File: src/rtl/iqf_pkg.sv
package iqf_pkg;

  // =====================================================================
  // frame geometry
  localparam int FRAME_BYTES      = 5082;
  localparam int HEAD_BYTES       = 6;
  localparam int CHUNK_BYTES      = 508;
  localparam int LAST_CHUNK_BYTES = 504;
  localparam int NUM_CHUNKS       = 10;
  localparam int GROUP_BYTES      = 24;  // eight 3-byte mixed groups
  localparam int RAD_GROUPS       = 5;   // groups 0..4 carry radiometry
  localparam int LAST_GROUP       = 7;   // groups 5..7 carry the time tag
  localparam int GROUP_LAST_PHASE = 2;

  // =====================================================================
  // head byte positions (0-based) and fixed contents
  localparam int        HEAD_ID_POS     = 0;
  localparam int        HEAD_STATUS_POS = 3;
  localparam logic [7:0] ID_VALUE       = 8'hB7;
  localparam int        STATUS_SEL_LSB  = 4;

  // =====================================================================
  // field widths and reset values
  localparam int        RAD_W       = 40;
  localparam int        TAG_W       = 24;
  localparam int        SEL_W       = 3;
  localparam logic [TAG_W-1:0] TAG_RESET = 24'h000000;

  // =====================================================================
  // carriers
  typedef struct packed {
    logic [7:0] data;
    logic       sof;
    logic       eof;
  } iqf_beat_t;

  typedef struct packed {
    logic [SEL_W-1:0]                 input_sel;
    logic [NUM_CHUNKS-1:0][RAD_W-1:0] rad;
  } iqf_fields_t;

endpackage

File: src/rtl/iqf_time_tag.sv
`timescale 1ns/1ps

module iqf_time_tag
  import iqf_pkg::*;
#(
  parameter int TAG_BITS = TAG_W
) (
  input  wire logic                core_clk_i,
  input  wire logic                srst_i,
  input  wire logic                clear_i,
  input  wire logic                tick_i,
  output logic [TAG_BITS-1:0]      tag_o
);

  initial begin
    if (TAG_BITS != TAG_W) $error("iqf_time_tag: TAG_BITS must equal TAG_W");
  end

  logic [TAG_BITS-1:0] tag_reg;

  // =====================================================================
  // free running tag, cleared by reset or a start command
  always_ff @(posedge core_clk_i) begin
    if (srst_i || clear_i) begin
      tag_reg <= TAG_RESET;
    end else if (tick_i) begin
      tag_reg <= tag_reg + 1'b1;
    end
  end

  assign tag_o = tag_reg;

  tag_step_a: assert property (@(posedge core_clk_i) disable iff (srst_i)
    (tick_i && !clear_i) |=> (tag_reg == $past(tag_reg) + 1'b1))
    else $error("time tag did not step on tick");

endmodule // iqf_time_tag

File: src/rtl/iqf_framer.sv
`timescale 1ns/1ps

// Overview of operation
// - frame is exactly 5082 unsigned bytes
// - identifier byte 1, status byte 4
// - bytes 2,3 and 5,6 hold first sample pair
// - radiometry high byte first, bytes 7 step 3
// - radiometry field repeats every 508 bytes, own value per chunk
// - time tag high byte first, bytes 22 step 3
// - time tag repeats every 508 bytes
// - I then Q samples fill remaining bytes
// - chunk: eight mixed groups, then contiguous samples
// - sample positions follow chunk position formula
// - tenth chunk is 504 bytes long
// - identifier byte is constant B7
// - status holds input select bits 6:4
// - time tag runs across frames, start clears
module iqf_framer
  import iqf_pkg::*;
(
  input  wire logic        core_clk_i,
  input  wire logic        srst_i,
  input  wire logic        start_i,
  input  wire logic        stop_i,
  input  wire iqf_fields_t fields_i,
  input  wire logic [15:0] samp_data_i,
  input  wire logic        samp_valid_i,
  output logic             samp_ready_o,
  output iqf_beat_t        out_beat_o,
  output logic             out_valid_o,
  input  wire logic        out_ready_i,
  output logic             running_o
);

  typedef enum logic [1:0] {ST_IDLE, ST_HEAD, ST_CHUNK} iqf_state_t;

  iqf_state_t        state_reg;
  logic [2:0]        hd_reg;
  logic [3:0]        chunk_reg;
  logic [8:0]        off_reg;
  logic [1:0]        ph_reg;
  logic [2:0]        grp_reg;
  logic              low_pending_reg;
  logic [7:0]        samp_lo_reg;
  logic              run_reg;
  iqf_fields_t       fields_reg;
  logic [TAG_W-1:0]  tag_base_reg;
  iqf_beat_t         beat_reg;
  logic              valid_reg;
  logic [12:0]       acc_cnt_reg;

  logic              is_field;
  logic [7:0]        field_byte;
  logic [RAD_W-1:0]  rad_word;
  logic [TAG_W-1:0]  tag_word;
  logic [TAG_W-1:0]  tag_now;
  logic              in_groups;
  logic              need_sample;
  logic              slot_free;
  logic              load;
  logic              sof_now;
  logic              eof_now;
  logic              chunk_end;
  logic              tick;

  // =====================================================================
  // position decode
  assign in_groups = (off_reg < 9'(GROUP_BYTES));
  assign sof_now   = (state_reg == ST_HEAD) && (hd_reg == 3'(HEAD_ID_POS));
  assign eof_now   = (state_reg == ST_CHUNK) && (chunk_reg == 4'(NUM_CHUNKS - 1))
                     && (off_reg == 9'(LAST_CHUNK_BYTES - 1));
  assign chunk_end = (off_reg == 9'(CHUNK_BYTES - 1));
  assign rad_word  = fields_reg.rad[chunk_reg];
  assign tag_word  = tag_base_reg + TAG_W'(chunk_reg);

  // field bytes versus sample bytes
  always_comb begin
    is_field   = 1'b0;
    field_byte = 8'h00;
    case (state_reg)
      ST_HEAD: begin
        if (hd_reg == 3'(HEAD_ID_POS)) begin
          is_field   = 1'b1;
          field_byte = ID_VALUE;
        end else if (hd_reg == 3'(HEAD_STATUS_POS)) begin
          is_field   = 1'b1;
          field_byte = 8'({fields_reg.input_sel, 4'h0});
        end
      end
      ST_CHUNK: begin
        if (in_groups && (ph_reg == 2'h0)) begin
          is_field = 1'b1;
          if (grp_reg < 3'(RAD_GROUPS)) begin
            field_byte = 8'(rad_word >> (6'h08 * {3'h0, 3'h4 - grp_reg}));
          end else begin
            field_byte = 8'(tag_word >> (5'h08 * {2'h0, 3'(LAST_GROUP) - grp_reg}));
          end
        end
      end
      default: begin
        is_field   = 1'b0;
        field_byte = 8'h00;
      end
    endcase
  end

  // =====================================================================
  // transfer handshake
  assign need_sample  = (state_reg != ST_IDLE) && !is_field && !low_pending_reg;
  assign slot_free    = !valid_reg || out_ready_i;
  assign load         = (state_reg != ST_IDLE) && slot_free
                        && (!need_sample || samp_valid_i);
  assign samp_ready_o = slot_free && need_sample;
  assign tick         = load && (state_reg == ST_CHUNK) && (off_reg == 9'h000);

  // output byte register, held while the consumer stalls
  always_ff @(posedge core_clk_i) begin
    if (srst_i) begin
      beat_reg  <= '0;
      valid_reg <= 1'b0;
    end else if (load) begin
      beat_reg.data <= is_field ? field_byte
                     : (low_pending_reg ? samp_lo_reg : samp_data_i[15:8]);
      beat_reg.sof  <= sof_now;
      beat_reg.eof  <= eof_now;
      valid_reg     <= 1'b1;
    end else if (out_ready_i) begin
      valid_reg <= 1'b0;
    end
  end

  // sample low byte kept until its slot comes up
  always_ff @(posedge core_clk_i) begin
    if (srst_i) begin
      low_pending_reg <= 1'b0;
      samp_lo_reg     <= 8'h00;
    end else if (load && !is_field) begin
      low_pending_reg <= !low_pending_reg;
      if (!low_pending_reg) begin
        samp_lo_reg <= samp_data_i[7:0];
      end
    end
  end

  // =====================================================================
  // run control: start wins over stop
  always_ff @(posedge core_clk_i) begin
    if (srst_i) begin
      run_reg <= 1'b0;
    end else if (start_i) begin
      run_reg <= 1'b1;
    end else if (stop_i) begin
      run_reg <= 1'b0;
    end
  end

  // frame-wide snapshot of fields and tag base
  always_ff @(posedge core_clk_i) begin
    if (srst_i) begin
      fields_reg   <= '0;
      tag_base_reg <= TAG_RESET;
    end else if (load && sof_now) begin
      fields_reg   <= fields_i;
      tag_base_reg <= tag_now;
    end
  end

  // =====================================================================
  // byte position sequencer
  always_ff @(posedge core_clk_i) begin
    if (srst_i) begin
      state_reg <= ST_IDLE;
      hd_reg    <= 3'h0;
      chunk_reg <= 4'h0;
      off_reg   <= 9'h000;
      ph_reg    <= 2'h0;
      grp_reg   <= 3'h0;
    end else begin
      case (state_reg)
        ST_IDLE: begin
          hd_reg <= 3'h0;
          if (run_reg) begin
            state_reg <= ST_HEAD;
          end
        end
        ST_HEAD: begin
          if (load) begin
            if (hd_reg == 3'(HEAD_BYTES - 1)) begin
              state_reg <= ST_CHUNK;
              chunk_reg <= 4'h0;
              off_reg   <= 9'h000;
              ph_reg    <= 2'h0;
              grp_reg   <= 3'h0;
            end else begin
              hd_reg <= hd_reg + 3'h1;
            end
          end
        end
        ST_CHUNK: begin
          if (load) begin
            if (eof_now) begin
              state_reg <= run_reg ? ST_HEAD : ST_IDLE;
              hd_reg    <= 3'h0;
            end else if (chunk_end) begin
              chunk_reg <= chunk_reg + 4'h1;
              off_reg   <= 9'h000;
              ph_reg    <= 2'h0;
              grp_reg   <= 3'h0;
            end else begin
              off_reg <= off_reg + 9'h001;
              if (ph_reg == 2'(GROUP_LAST_PHASE)) begin
                ph_reg  <= 2'h0;
                grp_reg <= grp_reg + 3'h1;
              end else begin
                ph_reg <= ph_reg + 2'h1;
              end
            end
          end
        end
        default: begin
          state_reg <= ST_IDLE;
        end
      endcase
    end
  end

  // =====================================================================
  // time tag counter
  iqf_time_tag #(
    .TAG_BITS (TAG_W)
  ) u_tag (
    .core_clk_i (core_clk_i),
    .srst_i     (srst_i),
    .clear_i    (start_i),
    .tick_i     (tick),
    .tag_o      (tag_now)
  );

  assign out_beat_o  = beat_reg;
  assign out_valid_o = valid_reg;
  assign running_o   = run_reg;

  // =====================================================================
  // accepted byte count, checking only
  always_ff @(posedge core_clk_i) begin
    if (srst_i) begin
      acc_cnt_reg <= 13'h0000;
    end else if (valid_reg && out_ready_i) begin
      acc_cnt_reg <= beat_reg.eof ? 13'h0000 : acc_cnt_reg + 13'h0001;
    end
  end

  frame_length_a: assert property (@(posedge core_clk_i) disable iff (srst_i)
    (valid_reg && out_ready_i && beat_reg.eof) |-> (acc_cnt_reg == 13'(FRAME_BYTES - 1)))
    else $error("frame length is not 5082 bytes");

  id_byte_a: assert property (@(posedge core_clk_i) disable iff (srst_i)
    (valid_reg && beat_reg.sof) |-> (beat_reg.data == ID_VALUE && acc_cnt_reg == 13'h0000))
    else $error("start of frame byte is not the identifier");

  status_bits_a: assert property (@(posedge core_clk_i) disable iff (srst_i)
    (valid_reg && acc_cnt_reg == 13'(HEAD_STATUS_POS))
    |-> (beat_reg.data[7] == 1'b0 && beat_reg.data[3:0] == 4'h0))
    else $error("status byte carries bits outside 6:4");

  last_chunk_a: assert property (@(posedge core_clk_i) disable iff (srst_i)
    (load && (state_reg == ST_CHUNK) && (chunk_reg == 4'(NUM_CHUNKS - 1)))
    |-> (off_reg <= 9'(LAST_CHUNK_BYTES - 1)))
    else $error("tenth chunk runs past 504 bytes");

  output_hold_a: assert property (@(posedge core_clk_i) disable iff (srst_i)
    (valid_reg && !out_ready_i) |=> (valid_reg && $stable(beat_reg)))
    else $error("output changed while consumer stalled");

  group_field_a: assert property (@(posedge core_clk_i) disable iff (srst_i)
    ((state_reg == ST_CHUNK) && in_groups && (ph_reg == 2'h0)) |-> !samp_ready_o)
    else $error("sample taken in a field slot");

  sample_pair_a: assert property (@(posedge core_clk_i) disable iff (srst_i)
    (samp_ready_o && samp_valid_i) |=> (low_pending_reg && !samp_ready_o))
    else $error("low byte slot skipped after high byte");

  field_latch_a: assert property (@(posedge core_clk_i) disable iff (srst_i)
    (state_reg == ST_CHUNK) |=> $stable(fields_reg) && $stable(tag_base_reg))
    else $error("frame fields changed mid frame");

endmodule // iqf_framer

File: config.mk
export PLATFORM = sky130hd
export DESIGN_NAME = iqf_framer
export DESIGN_NICKNAME = d
export VERILOG_FILES = /design/src/rtl/iqf_pkg.sv /design/src/rtl/iqf_time_tag.sv /design/src/rtl/iqf_framer.sv
export SDC_FILE = /design/constraint.sdc
export NUM_CORES = 1
export LEC_CHECK = 0
export ABC_AREA = 1
export BUFFER_PORTS_ARGS = -buffer_cell sky130_fd_sc_hd__buf_2
export CORE_UTILIZATION = 56
export CTS_CLUSTER_SIZE = 30
export DETAILED_ROUTE_END_ITERATION = 8
export PLACE_DENSITY = 0.83
export REMOVE_ABC_BUFFERS = 1
export SYNTH_ARGS = -nofsm -noshare
export SYNTH_HDL_FRONTEND = slang
export SYNTH_HIERARCHICAL = 1
export SYNTH_SLANG_ARGS = --single-unit
export TNS_END_PERCENT = 1
File: constraint.sdc
create_clock -name core_clk_i -period 3.88 [get_ports core_clk_i]
set_clock_uncertainty 0.1 [all_clocks]
set_input_delay 0.194 -clock core_clk_i [delete_from_list [all_inputs] [get_ports core_clk_i]]
set_output_delay 0.194 -clock core_clk_i [all_outputs]
set_load 0.01 [all_outputs]
==> results.md, run 1 <==
* Vias in the first global route at 30,300
* Synth area leader: dfxtp_1
* Global-route wire length before repair at 175,000 um
* Total grt overflow at 2
* FFs w/ async S/R, synth at 0%
* Pre-CTS setup slack at 0.697 ns
* All-Layer GR Usage at 54.4%
* Largest net degree at the start of global routing at 176
* Top FF cell, synth: dfxtp_1
* IO Count at 438
* Initial Util at 57.2%
* Yosys cell types at 47
* Num CTS Buffers at 50
* Synth Instances at 3,425
* GP Congestion at 0.925
* Num rows at 74
* Mean Syn Cell Area at 6.87 um2
* Max clock buf depth at 3
* Status: did not finish
* Clock root cell: clkbuf_16
* Post-synth top area share at 42.1%
* Exit stage: 5_1_grt
* Yosys Warn Count at 6
* Sequential area share after synthesis at 42.1%
* Synth top area cells: dfxtp_1, a21oi_1, nand2_1
* Flops & latches, synth at 495
* Post-Syn Area at 23,500 um2
* Top-count cell post-synth: nand2_1
* Post-CTS Setup Repair Bufs at 0
* Post-synth EDFFs at 0
* Synth cell count leaders: nand2_1, a21oi_1, dfxtp_1
* Chip height at 207 um
* H-tree levels at 2
* Die Wd at 207 um
* I/O Buffers at 437
* Post-DP HPWL at 49,200 um
* Stop err: [ERROR GRT-0116] Global routing finished with congestion. Check the congestion regions in the DRC Viewer.
* Sink Count at 495
-- through the flow --
step	instances	instance area, um2	hold WS (ns)
after floorplan	3167	22400	0.163
after global placement	4183	25800	0.331
after detailed placement	4183	25800	0.336
after CTS	4723	32000	0.00320
-- cell families after synthesis --
kind of cell | share of synthesized area (%)
simple gates | 23.5
buf+inv | 10.4
flops | 42.1
xor+xnor | 0.298
fa+ha+maj | 1.10
compound gates | 22.5
mux | 0.0425
-- repair_timing --
item	CTS
hold endpoints to repair	422
resized for setup	0
hold buffers	448
-- metal layers --
| layer | global-route usage (%) | GRT overflow |
|---|---|---|
| met1 | 58.1 | 0 |
| met2 | 75.5 | 1 |
| met3 | 35.0 | 0 |
| met4 | 41.2 | 1 |
| met5 | 8.29 | 0 |
==> run 2: changes to the inputs <==
Settings changed: CORE_UTILIZATION 56 to 40, CTS_CLUSTER_SIZE 30 to not set, PLACE_DENSITY 0.83 to not set, PLACE_DENSITY_LB_ADDON set to 0.15.
==> results.md, run 2 <==
* Total grt overflow at 0
* CTS tree: built
* Final hold slack at 0.0737 ns
* I/O Buffers at 437
* IO Count at 438
* Top-count cell post-synth: nand2_1
* TritonRoute pass-1 iters at 5
* Sequential area share after synthesis at 42.1%
* Pre-CTS setup slack at 0.763 ns
* Status: finished clean
* Fin crit share at 91.5%
* Post-CTS Setup Repair Bufs at 0
* Pins Over Slew Limit at 0
* Global-route wire length before repair at 141,000 um
* Worst min path class: input port to flip-flop
* Final Worst Setup Slack at 0.330 ns
* Synth top area cells: dfxtp_1, a21oi_1, nand2_1
* Critical path endpoint category: flip-flop
* Crit path cell chain: inv_1 > ha_1 > inv_2 > nor2_2 > o21ai_2 > buf_4 > nand3_1 > nand2_2 > inv_6 > buf_4 > nand3_1 > a21oi_1 > dlygate4sd3_1
* Final count of negative-setup-slack endpoints at 0
* CP Class: flip-flop to flip-flop
* WL per Instance at 18.4 um
* Post-synth top area share at 42.1%
* Yosys cell types at 47
* Die Wd at 245 um
* Clock root cell: clkbuf_16
* PD cells at 501 nW/um2
* Die area at 59,800 um2
* Max clock buf depth at 3
* H-tree levels at 2
* Slew margin rel. at 8.35%
* Flops & latches, synth at 495
* Max-Cap Viols at 0
* Initial Util at 40.6%
* Worst-path cell with the longest stage delay: buf_4
* R2R setup slack at 0.33 ns
* Sink Count at 495
* Core area at 57,900 um2
* Initial antenna violation count at 1
* P&R area growth vs syn at 37.5%
* N_diodes at 0
* Largest net degree at the start of global routing at 184
* Commonest non-fill, non-tap cell in the layout: nand2_1
* Peak Freq at 282 MHz
* Final hold violation count at 0
* DRC at 0
* Mean Syn Cell Area at 6.87 um2
* Delay-heaviest family, CP: buffers and inverters
* Vias at 26,100
* Critical path fanouts, max at 79
* Detailed Route WL at 91,500 um
* Post-Syn Area at 23,500 um2
* Post-synth EDFFs at 0
* Num CTS Buffers at 54
* Vias in the first global route at 25,100
* Peak supply drop at 434 uV
* Synth area leader: dfxtp_1
* Top FF cell, synth: dfxtp_1
* Final Critical Period at 3.55 ns
* Post-DRT Antenna Nets at 0
* Fraction of layout cells with a size suffix above 1 at 14.9%
* Num rows at 88
* Least-Margin Pin Slew at 1.37 ns
* Chip height at 245 um
* Max reg flops at 403
* Largest stage delay, worst path at 0.69 ns
* Synth Instances at 3,425
* Routed vias/inst at 5.26
* Yosys Warn Count at 6
* Most frequent cells in the layout: nand2_1, a21oi_1, dfxtp_1, dlygate4sd3_1, buf_2
* Final #Nets at 4,597
* GP Congestion at 0.900
* RSZ-0062 raised after global routing: no
* Startpoint types: flip-flop
* Buf+Inv Stages, Crit Path at 6
* FFs w/ async S/R, synth at 0%
* CP required at 4.34 ns
* First DRT Iteration DRCs at 1,901
* All-Layer GR Usage at 29.7%
* Skew-Pair Late Insertion Delay at 0.61 ns
* Static Leakage at 12.7 nW
* Post-DP HPWL at 56,200 um
* Synth cell count leaders: nand2_1, a21oi_1, dfxtp_1
* Arr. time, crit path at 4.01 ns
* CTS clk-pin slew, worst paths at 0.06 ns
## run 2: cells by family after synthesis
family,synth area share (%)
buf+inv,10.4
flops,42.1
compound gates,22.5
simple gates,23.5
fa+ha+maj,1.10
xor+xnor,0.298
mux,0.0425
## run 2: layout make-up
| type | instances | area (um2) |
|---|---|---|
| fillers | 5544 | 25600 |
| multi-input cells | 2330 | 11200 |
| flip-flops and latches | 495 | 9920 |
| repair buffers | 929 | 7180 |
| clock buffers | 86 | 1680 |
| inverters | 342 | 1300 |
| well taps | 765 | 957 |
| clock inverters | 15 | 146 |
## run 2: final timing paths
check,start,endpoint,cells after the start
worst max-delay path,state_reg[0],fields_reg[163],13
worst max register to register,state_reg[0],fields_reg[163],13
worst min register to register,fields_reg[250],fields_reg[250],2
worst min-delay path,samp_data_i[11],out_beat_o[5],5
## run 2: tightest hold or removal path, stage by stage
cell and delay, ns:
buf_2 0.08, nand2_1 0.05, a21oi_1 0.18, a21oi_1 0.10
a21oi_1 0.14
## run 2: repair_timing
item | 4_1_cts | 5_1_grt
gates resized for setup | 0 | 0
endpoints found under the hold margin | 431 | 0
hold buffers | 440 | 0
## run 2: per-stage QoR
stage          power [mW]  cell area (um2)  std cells  utilization [%]   TNS, ns
2_1_floorplan        8.94            22400       3167                -  -3441.54
6_report             16.2            32400       4962             55.9         0
3_5_place_dp         10.6            26100       4421             45.1         0
3_3_place_gp         10.6            26100       4421             45.1         0
5_1_grt              17.1            32400       4962             55.9         0
4_1_cts              16.2            32400       4962             55.9         0
## run 2: report_power, final
| part | internal, mW | total [mW] | switching, mW |
|---|---|---|---|
| Clock | 3.10 | 5.29 | 2.19 |
| Combinational | 1.67 | 5.07 | 3.40 |
| Sequential | 5.58 | 5.86 | 0.282 |
| Total | 10.3 | 16.2 | 5.87 |
## run 2: metal layers
| metal | global-route usage (%) | vias up | wire length (um) |
|---|---|---|---|
| met5 | 0 | - | 0 |
| met3 | 4.07 | 233 | 5360 |
| met2 | 49.0 | 914 | 42900 |
| met4 | 14.0 | 0 | 4080 |
| li1 | - | 12900 | - |
| met1 | 38.2 | 12100 | 39200 |
(Power assumes the default switching activity.)
==> run 3: changes to the inputs <==
Settings changed: ABC_AREA 1 to not set.
==> results.md, run 3 <==
* Sink Count at 495
* Synth Area in Simple Gates at 21.2%
* Most frequent cells in the layout: nand2_1, dfxtp_1, a21oi_1, dlygate4sd3_1, buf_2
* Arr. time, crit path at 4.10 ns
* Critical path fanouts, max at 162
* Post-DRT Antenna Nets at 0
* Synth Instances at 2,725
* WL per Instance at 19.5 um
* Initial antenna violation count at 6
* First DRT Iteration DRCs at 1,807
* Least-Margin Pin Slew at 1.30 ns
* Fraction of layout cells with a size suffix above 1 at 19.0%
* Initial Util at 40.9%
* Mean Syn Cell Area at 8.13 um2
* Max reg flops at 403
* Largest family of logic cells by synthesized area: simple AND/OR/NAND/NOR gates
* Fin crit share at 94.6%
* Post-synth EDFFs at 0
* CP required at 4.31 ns
* Flops & latches, synth at 495
* Sequential area share after synthesis at 44.7%
* Commonest non-fill, non-tap cell in the layout: nand2_1
* Final hold violation count at 0
* Routed vias/inst at 5.41
* Post-DP HPWL at 52,600 um
* P&R area growth vs syn at 40.4%
* Vias at 22,900
* Post-Synth Adder-Cell Area at 1.16%
* Compound-Gate Fraction of Synth Area at 16.5%
* Static Leakage at 11.2 nW
* Vias in the first global route at 23,000
* Post-CTS Resized at 0
* Min-delay src: samp_data_i[8]
* Pins Over Slew Limit at 0
* IO Count at 438
* CP Launch Point: state_reg[0]
* Core area at 54,200 um2
* Total grt overflow at 0
* TritonRoute pass-1 iters at 6
* CTS clk-pin slew, worst paths at 0.06 ns
* Post-CTS Setup Repair Bufs at 0
* I/O Buffers at 437
* CTS tree: built
* H-tree levels at 2
* Yosys Warn Count at 6
* Chip height at 237 um
* Synth area leader: dfxtp_1
* Skew-Pair Late Insertion Delay at 0.60 ns
* Post-synth top area share at 44.7%
* Die Wd at 237 um
* Multiplexer share of the synthesized area at 11.0%
* GP Congestion at 0.929
* All-Layer GR Usage at 28.7%
* Fill count at 4,747
* Startpoint types: flip-flop
* Design Area, Final at 31,100 um2
* Die area at 56,400 um2
* Post-Syn Area at 22,200 um2
* Register Area at 9920 um2
* Status: finished clean
* Worst-path cell with the longest stage delay: dlygate4sd3_1
* Buf+Inv Stages, Crit Path at 4
* FFs w/ async S/R, synth at 0%
* RSZ-0062 raised after global routing: no
* Worst min path class: input port to flip-flop
* CP Class: flip-flop to flip-flop
* DRC at 0
* Num rows at 85
* Critical path endpoint category: flip-flop
* Top FF cell, synth: dfxtp_1
* Final Critical Period at 3.67 ns
* Area of the multi-input gates at 11,400 um2
* Tot Pwr at 11.8 mW
* Largest net degree at the start of global routing at 166
* Top-count cell post-synth: nand2_1
* Crit path cell chain: inv_1 > ha_1 > nand4_4 > a31o_2 > buf_4 > nor2_4 > buf_12 > nand2_1 > a21oi_1 > dlygate4sd3_1
* Post-place instance area at 24,900 um2
* Detailed Route WL at 82,300 um
* Peak supply drop at 292 uV
* Synth cell count leaders: nand2_1, dfxtp_1, a21oi_1
* Max-Cap Viols at 0
* Reg-to-reg startpoint: state_reg[0]
* Final count of negative-setup-slack endpoints at 0
* Yosys cell types at 71
* Max clock buf depth at 3
* PD cells at 380 nW/um2
* Layout Utilization at 57.4%
* Largest stage delay, worst path at 0.57 ns
* Num CTS Buffers at 54
* Final #Nets at 3,933
* Delay-heaviest family, CP: buffers and inverters
* Peak Freq at 272 MHz
* Global-route wire length before repair at 127,000 um
* Xor/xnor cell area share of the yosys netlist at 1.26%
* Hold_buf cts at 437
* Synth top area cells: dfxtp_1, nand2_1, a21oi_1
* Slew margin rel. at 13.3%
* Clock root cell: clkbuf_16
-- run 3: changes by cell type after synthesis, sizes merged, moves of 14 or more --
| cell | change |
|---|---|
| a21oi | -94 |
| a22oi | +15 |
| buf | -113 |
| clkbuf | +58 |
| inv | -313 |
| mux2i | +87 |
| mux4 | +64 |
| nand2 | +226 |
| nand3 | -355 |
| nor2 | -76 |
| o211ai | -37 |
| o21ai | -336 |
| o221ai | +19 |
| xnor2 | +14 |
-- run 3: path summary, 6_finish.rpt --
check                                        to  slack (ns)  cells past startpoint
worst max-delay path            fields_reg[295]        0.21                     10
worst min-delay path              out_beat_o[2]        0.05                      4
worst min register to register   fields_reg[26]        0.35                      2
worst max register to register  fields_reg[295]        0.21                     10
-- run 3: worst min-delay path: stages --
cell and delay, ns:
buf_2 0.08, mux2i_1 0.10, nand2_1 0.17, a41o_1 0.18
-- run 3: final cells by class --
class                           count  share of cell area (%)
Clock inverter                     16                   0.442
Multi-Input combinational cell   1999                    36.5
Sequential cell                   495                    31.9
Tap cell                          696                    2.80
Inverter                           28                   0.338
Timing Repair Buffer              910                    22.5
Clock buffer                       83                    5.51
Antenna cell                        5                  0.0402
-- run 3: routing by layer --
layer  part of all wire [%]  up-vias  global-route usage [%]
li1                       -    10900                       -
met5                  0.017        -                       0
met2                     48      889                    47.7
met3                    5.5      264                    5.19
met1                     42    10900                    36.2
met4                    4.2        2                    13.2
-- run 3: metrics by stage --
| stage | hold slack (ns) | TNS [ns] | worst slack [ns] | cells |
|---|---|---|---|---|
| floorplan | 0.163 | -4772.83 | -11.02 | 2522 |
| global placement | 0.339 | 0 | 0.506 | 3691 |
| detailed placement | 0.341 | 0 | 0.374 | 3691 |
| CTS | 0.00305 | 0 | 0.358 | 4227 |
| global route | 0.0228 | 0 | 0.0626 | 4232 |
| finish | 0.0506 | 0 | 0.209 | 4232 |
-- run 3: kinds of logic (layout without fill, tap and decap cells) --
| kind of cell | Yosys count | after routing |
|---|---|---|
| buf+inv | 231 | 1037 |
| xor+xnor | 32 | 32 |
| simple gates | 1134 | 1134 |
| other cells | 0 | 5 |
| fa+ha+maj | 20 | 20 |
| flops | 495 | 495 |
| mux | 163 | 163 |
| compound gates | 650 | 650 |
-- run 3: report_power, final --
part           switching (mW)  internal (mW)
registers              0.0640           5.19
clock network            2.15           3.16
logic                   0.629          0.627
